<file path="src/hw/ckp_defines.svh">
// register offsets, field positions, reset values and timing figures of the clock controller
// assumes one includer per compilation unit may repeat the include; guarded
`ifndef CKP_DEFINES_SVH
`define CKP_DEFINES_SVH

`define CKP_ADDR_W          8
`define CKP_DATA_W          8

`define CKP_ADDR_POWER      8'h87
`define CKP_ADDR_OSC        8'h86
`define CKP_ADDR_SPEED      8'h8f
`define CKP_ADDR_SPEED_B    8'haf
`define CKP_ADDR_RELOAD     8'h97
`define CKP_ADDR_STATUS     8'hb0

`define CKP_POWER_IDLE_BIT  0
`define CKP_POWER_OFF_BIT   1
`define CKP_OSC_MAIN_EN_BIT 0
`define CKP_OSC_SUB_EN_BIT  1
`define CKP_OSC_SRC_BIT     2
`define CKP_SPEED_B_SPI_BIT 0

`define CKP_RELOAD_RST      8'hff
`define CKP_SPEED_RST_HI    7'h00
`define CKP_OSC_RST         3'h5

`define CKP_RELOAD_BYPASS   8'hff
`define CKP_RELOAD_TOP      10'h0ff
`define CKP_STD_PERIODS     4'hc
`define CKP_DS_PERIODS      4'h6
`define CKP_NUM_PERIPH      8

`endif

</file>
<file path="src/hw/ckp_pkg.sv">
// types and shared arithmetic of the clock controller
// assumes ckp_defines.svh is on the include path
`include "ckp_defines.svh"

package ckp_pkg;

    // speed control register, bit 7 down to bit 0
    typedef struct packed {
        logic two_wire_speed_sel;
        logic watchdog_speed_sel;
        logic counter_array_speed_sel;
        logic serial_speed_sel;
        logic timer2_speed_sel;
        logic timer1_speed_sel;
        logic timer0_speed_sel;
        logic double_speed;
    } ckp_speed_t;

    typedef struct packed {
        logic clock_source_select;
        logic sub_osc_enable;
        logic main_osc_enable;
    } ckp_osc_t;

    typedef struct packed {
        logic [`CKP_ADDR_W-1:0] addr;
        logic [`CKP_DATA_W-1:0] wdata;
        logic                   wr;
        logic                   rd;
    } ckp_bus_t;

    // oscillator edges per prescaled tick
    function automatic logic [9:0] ckp_ratio(input logic [7:0] reload, input logic ds);
        logic [9:0] base;
        base = 10'h000;
        if (reload == `CKP_RELOAD_BYPASS) begin
            base = 10'h001;
        end else begin
            base = 10'((`CKP_RELOAD_TOP - {2'h0, reload}) << 1);
        end
        ckp_ratio = ds ? base : 10'(base << 1);
    endfunction

    // ticks per machine or peripheral cycle
    function automatic logic [3:0] ckp_cycle_len(input logic ds, input logic sel);
        ckp_cycle_len = (ds && !sel) ? `CKP_DS_PERIODS : `CKP_STD_PERIODS;
    endfunction

endpackage

</file>
<file path="src/hw/ckp_prescaler.sv">
// reload-value prescaler: one tick every ratio edges of the selected oscillator
// assumes osc_edge_i is a one-cycle pulse already in the sys_clk_i domain
`timescale 1ns/10ps
`include "ckp_defines.svh"

module ckp_prescaler (
    input  wire logic       sys_clk_i,
    input  wire logic       rst_i,
    input  wire logic       ce_i,
    input  wire logic       osc_edge_i,
    input  wire logic       run_i,
    input  wire logic [7:0] reload_i,
    input  wire logic       ds_i,
    output logic            tick_o
);

    logic [9:0] cnt;
    logic [9:0] ratio;

    assign ratio = ckp_pkg::ckp_ratio(reload_i, ds_i);

    // a reload written mid-count takes effect at once; a count at or past the new end wraps on the next edge
    always_ff @(posedge sys_clk_i) begin
        if (rst_i) begin
            cnt    <= 10'h000;
            tick_o <= 1'b0;
        end else if (ce_i) begin
            tick_o <= 1'b0;
            if (run_i && osc_edge_i) begin
                if (cnt >= ratio - 10'h001) begin
                    cnt    <= 10'h000;
                    tick_o <= 1'b1;
                end else begin
                    cnt <= cnt + 10'h001;
                end
            end
        end
    end
endmodule

</file>
<file path="src/hw/ckp_clock_ctrl.sv">
// clock generation and speed control: oscillator gating, source select, prescaler, speed modes
// assumes oscillator inputs are asynchronous and well below half the system clock rate
`timescale 1ns/10ps
`include "ckp_defines.svh"

module ckp_clock_ctrl (
    input  wire logic                   sys_clk_i,
    input  wire logic                   rst_i,
    input  wire logic                   ce_i,
    input  wire logic                   main_oscillator_i,
    input  wire logic                   sub_oscillator_i,
    input  wire logic                   hardware_security_byte_ds_i,
    input  wire logic                   wake_i,
    input  wire logic [`CKP_ADDR_W-1:0] addr_i,
    input  wire logic [`CKP_DATA_W-1:0] wdata_i,
    input  wire logic                   wr_i,
    input  wire logic                   rd_i,
    output logic      [`CKP_DATA_W-1:0] rdata_o,
    output logic                        main_osc_stop_o,
    output logic                        sub_osc_stop_o,
    output logic                        clk_out_o,
    output logic                        cpu_tick_o,
    output logic                        periph_tick_o,
    output logic                        machine_cycle_o,
    output logic [`CKP_NUM_PERIPH-1:0]  periph_cycle_o,
    output logic                        cpu_frozen_o,
    output logic                        ram_retain_o
);

    ckp_pkg::ckp_bus_t   bus;
    ckp_pkg::ckp_speed_t speed;
    ckp_pkg::ckp_osc_t   osc;
    logic                power_down;
    logic                idle;
    logic [7:0]          reload;
    logic                spi_speed_sel;

    logic [2:0]          main_sync;
    logic [2:0]          sub_sync;
    logic [1:0]          sec_sync;
    logic                main_edge;
    logic                sub_edge;
    logic                sel_edge;
    logic                pre_tick;
    logic                cpu_run;
    logic                periph_run;

    logic [3:0]          mc_cnt;
    logic [3:0]          pc_cnt [`CKP_NUM_PERIPH];
    logic [`CKP_NUM_PERIPH-1:0] periph_sel;
    logic [`CKP_DATA_W-1:0]     next_rdata;

    assign bus.addr  = addr_i;
    assign bus.wdata = wdata_i;
    assign bus.wr    = wr_i;
    assign bus.rd    = rd_i;

    // oscillator pins and the strap are asynchronous; sync[0] feeds only sync[1]
    always_ff @(posedge sys_clk_i) begin
        if (ce_i) begin
            main_sync <= {main_sync[1:0], main_oscillator_i};
            sub_sync  <= {sub_sync[1:0], sub_oscillator_i};
            sec_sync  <= {sec_sync[0], hardware_security_byte_ds_i};
        end
    end

    assign main_edge = main_sync[1] && !main_sync[2];
    assign sub_edge  = sub_sync[1] && !sub_sync[2];

    // a stopped oscillator delivers no edges even if the pin still toggles
    assign sel_edge = osc.clock_source_select ? (main_edge && !main_osc_stop_o)
                                              : (sub_edge && !sub_osc_stop_o);

    assign cpu_run    = !power_down && !idle;
    assign periph_run = !power_down;

    // power control: software writes both bits, wake clears idle, a write of zero or reset clears power-down
    always_ff @(posedge sys_clk_i) begin
        if (rst_i) begin
            power_down <= 1'b0;
            idle       <= 1'b0;
        end else if (ce_i) begin
            if (bus.wr && bus.addr == `CKP_ADDR_POWER) begin
                power_down <= bus.wdata[`CKP_POWER_OFF_BIT];
                idle       <= bus.wdata[`CKP_POWER_IDLE_BIT];
            end else if (wake_i) begin
                idle <= 1'b0;
            end
        end
    end

    // oscillator enables and source select; reset runs on main only
    always_ff @(posedge sys_clk_i) begin
        if (rst_i) begin
            osc <= `CKP_OSC_RST;
        end else if (ce_i && bus.wr && bus.addr == `CKP_ADDR_OSC) begin
            osc.main_osc_enable     <= bus.wdata[`CKP_OSC_MAIN_EN_BIT];
            osc.sub_osc_enable      <= bus.wdata[`CKP_OSC_SUB_EN_BIT];
            osc.clock_source_select <= bus.wdata[`CKP_OSC_SRC_BIT];
        end
    end

    // speed control: bit 0 follows the security strap at reset
    always_ff @(posedge sys_clk_i) begin
        if (rst_i) begin
            speed[7:1]        <= `CKP_SPEED_RST_HI;
            speed.double_speed <= sec_sync[1];
        end else if (ce_i && bus.wr && bus.addr == `CKP_ADDR_SPEED) begin
            speed <= bus.wdata;
        end
    end

    always_ff @(posedge sys_clk_i) begin
        if (rst_i) begin
            spi_speed_sel <= 1'b0;
        end else if (ce_i && bus.wr && bus.addr == `CKP_ADDR_SPEED_B) begin
            spi_speed_sel <= bus.wdata[`CKP_SPEED_B_SPI_BIT];
        end
    end

    always_ff @(posedge sys_clk_i) begin
        if (rst_i) begin
            reload <= `CKP_RELOAD_RST;
        end else if (ce_i && bus.wr && bus.addr == `CKP_ADDR_RELOAD) begin
            reload <= bus.wdata;
        end
    end

    // oscillator hard block controls
    always_ff @(posedge sys_clk_i) begin
        if (rst_i) begin
            main_osc_stop_o <= 1'b0;
            sub_osc_stop_o  <= 1'b1;
        end else if (ce_i) begin
            main_osc_stop_o <= power_down || !osc.main_osc_enable;
            sub_osc_stop_o  <= power_down || !osc.sub_osc_enable;
        end
    end

    // undivided clock follows the selected oscillator
    always_ff @(posedge sys_clk_i) begin
        if (rst_i) begin
            clk_out_o <= 1'b0;
        end else if (ce_i) begin
            clk_out_o <= osc.clock_source_select ? main_sync[1] : sub_sync[1];
        end
    end

    ckp_prescaler u_prescaler (
        .sys_clk_i  (sys_clk_i),
        .rst_i      (rst_i),
        .ce_i       (ce_i),
        .osc_edge_i (sel_edge),
        .run_i      (periph_run),
        .reload_i   (reload),
        .ds_i       (speed.double_speed),
        .tick_o     (pre_tick)
    );

    always_ff @(posedge sys_clk_i) begin
        if (rst_i) begin
            cpu_tick_o    <= 1'b0;
            periph_tick_o <= 1'b0;
            cpu_frozen_o  <= 1'b0;
            ram_retain_o  <= 1'b0;
        end else if (ce_i) begin
            cpu_tick_o    <= pre_tick && cpu_run;
            periph_tick_o <= pre_tick && periph_run;
            cpu_frozen_o  <= !cpu_run;
            ram_retain_o  <= power_down;
        end
    end

    // machine cycle: 12 or 6 prescaled ticks
    always_ff @(posedge sys_clk_i) begin
        if (rst_i) begin
            mc_cnt          <= 4'h0;
            machine_cycle_o <= 1'b0;
        end else if (ce_i) begin
            machine_cycle_o <= 1'b0;
            if (pre_tick && cpu_run) begin
                if (mc_cnt >= ckp_pkg::ckp_cycle_len(speed.double_speed, 1'b0) - 4'h1) begin
                    mc_cnt          <= 4'h0;
                    machine_cycle_o <= 1'b1;
                end else begin
                    mc_cnt <= mc_cnt + 4'h1;
                end
            end
        end
    end

    // order: timer0, timer1, timer2, serial, counter array, watchdog, 2-wire, spi
    assign periph_sel = {spi_speed_sel, speed.two_wire_speed_sel, speed.watchdog_speed_sel,
                         speed.counter_array_speed_sel, speed.serial_speed_sel,
                         speed.timer2_speed_sel, speed.timer1_speed_sel, speed.timer0_speed_sel};

    // selectors pass through ckp_cycle_len, which ignores them without double speed
    always_ff @(posedge sys_clk_i) begin
        if (rst_i) begin
            for (int i = 0; i < `CKP_NUM_PERIPH; i++) begin
                pc_cnt[i] <= 4'h0;
            end
            periph_cycle_o <= '0;
        end else if (ce_i) begin
            periph_cycle_o <= '0;
            if (pre_tick && periph_run) begin
                for (int i = 0; i < `CKP_NUM_PERIPH; i++) begin
                    if (pc_cnt[i] >= ckp_pkg::ckp_cycle_len(speed.double_speed,
                                                            periph_sel[i]) - 4'h1) begin
                        pc_cnt[i]         <= 4'h0;
                        periph_cycle_o[i] <= 1'b1;
                    end else begin
                        pc_cnt[i] <= pc_cnt[i] + 4'h1;
                    end
                end
            end
        end
    end

    // read data stands one cycle after the strobe only; unmapped reads give zero
    always_comb begin
        next_rdata = '0;
        if (bus.rd) begin
            unique case (bus.addr)
                `CKP_ADDR_POWER:   next_rdata = {6'h00, power_down, idle};
                `CKP_ADDR_OSC:     next_rdata = {5'h00, osc};
                `CKP_ADDR_SPEED:   next_rdata = speed;
                `CKP_ADDR_SPEED_B: next_rdata = {7'h00, spi_speed_sel};
                `CKP_ADDR_RELOAD:  next_rdata = reload;
                `CKP_ADDR_STATUS:  next_rdata = {4'h0, power_down, cpu_frozen_o,
                                                 sub_osc_stop_o, main_osc_stop_o};
                default:           next_rdata = '0;
            endcase
        end
    end

    always_ff @(posedge sys_clk_i) begin
        if (rst_i) begin
            rdata_o <= '0;
        end else if (ce_i) begin
            rdata_o <= next_rdata;
        end
    end
endmodule

</file>
<file path="config.mk">
export PLATFORM = sky130hd
export DESIGN_NAME = ckp_clock_ctrl
export DESIGN_NICKNAME = d
export VERILOG_FILES = /design/src/hw/ckp_pkg.sv /design/src/hw/ckp_prescaler.sv /design/src/hw/ckp_clock_ctrl.sv
export VERILOG_INCLUDE_DIRS = /design/src /design/src/hw
export SDC_FILE = /design/constraint.sdc
export NUM_CORES = 1
export LEC_CHECK = 0
export BUFFER_PORTS_ARGS = -buffer_cell sky130_fd_sc_hd__buf_2
export CORE_UTILIZATION = 31
export DETAILED_ROUTE_END_ITERATION = 16
export SLEW_MARGIN = 25
export SYNTH_ARGS = -nofsm -noshare
export SYNTH_HDL_FRONTEND = slang
export SYNTH_SLANG_ARGS = --single-unit
</file>
<file path="constraint.sdc">
create_clock -name sys_clk_i -period 3.35 [get_ports sys_clk_i]
set_input_delay 0.1675 -clock sys_clk_i [delete_from_list [all_inputs] [get_ports sys_clk_i]]
set_output_delay 0.1675 -clock sys_clk_i [all_outputs]
set_load 0.02 [all_outputs]
</file>
==> impl_metrics.yaml <==
floorplan:
  die_x_microns: 134.4
  pin_count: 49
  fp-row-count: 48
  start_util_pct: 31.54
  die_h_microns: 134.4
  design.die.area_sq_um: 18070
  core_sq_um: 17240
power_and_ir_drop:
  intPower_mw: 2.020
  sw_frac_of_total_pct: 23.97
  clkPwrFrac_pct: 41.9
  combPwrFrac_pct: 8.2
  peakVddDrop_v: 0.0002985
  p_seq_share_pct: 49.9
  switchingPower_mw: 0.6368
  finalPower_mw: 2.657
  power_density_nw_per_um2: 424.5
  p_leak_nw: 2.781
clock_tree:
  clock-sinks: 101
  tritoncts: "yes"
  cts_root_buf: "clkbuf_16"
  cts_buffers: 9
  clk_pin_slew_worst_paths_ps: 70
  clk_latency_ps: 360
  ctsLongestPathBuffers: 2
  htreeDepth: 3
place:
  place_area_sq_um: 5891
  portBuffers: 48
  gp_congestion: 0.8514
  hpwl_microns: 9627
setup_path:
  crit_arrival_ps: 3350
  r2r-start: "reload[4]"
  critPathLaunch: "reload[4]"
  cpPeakStageDelay_ps: 380
  critPathMaxFanout: 10
  crit_path_cell_trace: "and3_1 -> nand3_1 -> nor2_1 -> a21oi_1 -> ha_2 -> nand3_1 -> nor4b_4 -> buf_4 -> nand3_1 -> nand2_1 -> o22ai_1 -> ha_1 -> nand2_1 -> nor2_1 -> nand2_1 -> o21ai_4 -> nor2_1"
  crit_required_ps: 3580
  critPathSlowestCell: "dfxtp_1"
  cp-start-kind: "flop"
  worstSetupPathType: "flop to flop"
  rrSetupSlack_ps: 230
  cp-end-kind: "flop"
layout:
  fillers: 1712
  layout-drive-gt1-share_pct: 14.52
  area_growth_pct: 15.12
  nets: 667
  design_area_sq_um: 6259
flow_run:
  timing.max_cap.violations: 0
synth:
  yosys-top-cells-count: "nor2_1 (67), dfxtp_1 (60), nand2_1 (53)"
  synth_most_common_cell: "nor2_1"
  synth_edf_count: 41
  syn_area_sq_um: 5436
  syn_avg_cell_area_sq_um: 9.939
  yosys.area.top_type: "edfxtp_1"
  ys.flop_type: "dfxtp_1"
  synth_cell_type_count: 60
  synth_warnings: 0
  synth_top_area_share_pct: 22.65
  synth-seq-cells: 101
  async_flop_share_pct: 0
  ys_seq_area_share_pct: 44.74
  syn_nets: 620
  postSynthCellCount: 547
  synth_area_leaders: "edfxtp_1 (23%), dfxtp_1 (22%), ha_1 (11%)"
sta:
  slew_violations: 0
  max_freq_ghz: 0.3206
  min_period_ps: 3120
  tightestPinTransition_ps: 685.2
  finalSetupViolCount: 0
  hold_viol_final: 0
  fin_skew_ps: 9.799
  slew_headroom_pct: 54.18
  finalCritPeriodShare_pct: 93.12
  finalSetupTns_ps: 0
routing:
  wl_per_cell_microns: 15.54
  totalWireLength_microns: 12820
  ant_nets: 0
  drt_iter0_markers: 317
  vias_per_cell: 5.056
  routed-via-count: 4171
  drc: 0
  first_pass_iters: 5
worst_hold_path:
  hp-start: "wdata_i[6]"
  hold_class: "input pin to flop"
grt:
  gr-total-overflow: 0
  grt_pass1_wl_microns: 20610
  antenna_found_initial: 1
  track_usage_pct: 14.74
  grt_pass1_vias: 4018
  grt_max_degree: 27
outcome:
  outcome: "complete, no violations"
final cells by class:
| class | count | area, sq um | share of cell area [%] |
|---|---|---|---|
| Multi-Input combinational cell | 407 | 2839 | 45.36 |
| Sequential cell | 101 | 2432 | 38.86 |
| Timing Repair Buffer | 58 | 322.8 | 5.158 |
| Tap cell | 225 | 281.5 | 4.498 |
| Clock buffer | 10 | 250.2 | 3.998 |
| Clock inverter | 6 | 66.31 | 1.060 |
| Inverter | 17 | 63.81 | 1.020 |
| Antenna cell | 1 | 2.502 | 0.03998 |
registers in the layout, indices dropped and copies added (netlist names), 2 cells and up:
signal / cells
pc_cnt: 32
u_prescaler.cnt: 10
periph_cycle_o: 8
rdata_o: 8
reload: 8
periph_sel: 7
mc_cnt: 4
main_sync: 3
osc: 3
sub_sync: 3
sec_sync: 2
metrics by stage:
stage / hold slack (ps) / utilization, % / setup WS [ps] / instances
3_3_place_gp: 346.5 / 34.18 / 377.6 / 804
4_1_cts: 40.61 / 36.19 / 154.3 / 823
6_report: 62.02 / 36.31 / 230.4 / 825
2_1_floorplan: 266.4 / - / 359.5 / 547
3_5_place_dp: 348.5 / 34.18 / 181.5 / 804
5_1_grt: 66.71 / 36.30 / -1.654 / 824
cell families after synthesis:
logic type               share of synthesized area, %
adder cells (fa/ha/maj)                         11.05
XOR/XNOR                                        4.833
flip-flops                                      44.74
AND/OR/NAND/NOR                                 18.34
buffers and inverters                           3.245
AO/OA/AOI/OAI                                   12.75
multiplexers                                    5.040
layer usage:
metal / share of wire, % / GRT usage [%] / up-vias
met5: 0 / 0 / -
li1: - / - / 2074
met2: 47 / 24.58 / 86
met3: 4.1 / 3.968 / 17
met4: 2.4 / 5.805 / 0
met1: 46 / 18.03 / 1994
critical path: cells and delay by family (launching register included):
family | cells | cell delay [ps]
AOI/OAI and AO/OA | 3 | 530
adders and majority gates | 2 | 490
and+or+nand+nor | 11 | 1410
DFF | 1 | 380
buffers and inverters | 1 | 160
cell usage in the layout (no fill, tap or decap), types with 2 or more instances in the layout:
master          n
a22o_1          5
dfxtp_1        60
nand3b_1        3
nand3_1        19
mux2i_1        24
o22ai_1         3
nand2b_1       11
clkbuf_16      10
nand4_1         8
a211oi_1        7
mux2_2          3
o21ai_0        17
nand2_1        53
a222oi_1        2
nor2_2          2
a21oi_1        24
dlygate4sd3_1   3
and4b_1         3
and2_1          2
xor2_1         19
buf_2          48
nor2_1         67
and3_1         17
buf_4           7
edfxtp_1       41
inv_1          17
xnor2_1        11
a21o_1         19
o21a_1          3
a31oi_1         2
o211ai_1        3
ha_1           47
a22oi_1         6
repair_timing:
action                                 4_1_cts  5_1_grt
hold buffers                                 3        0
gates resized for setup                      0        3
setup endpoints to repair                    0       10
setup buffers                                0        1
endpoints found under the hold margin        3        0
final timing paths:
check                             to  cells after the start
hold / removal             reload[6]                      3
hold reg to reg          sub_sync[1]                      0
setup reg to reg  u_prescaler.cnt[8]                     17
setup / recovery  u_prescaler.cnt[8]                     17
power by group through the flow:
stage	clock network (mW)	logic [mW]	registers [mW]
floorplan	0	0.143	1.35
global placement	0	0.204	1.35
detailed placement	0	0.212	1.35
CTS	1.14	0.217	1.33
global route	1.18	0.243	1.33
finish	1.11	0.219	1.33
Note: power is estimated with default switching activity, not from simulation.
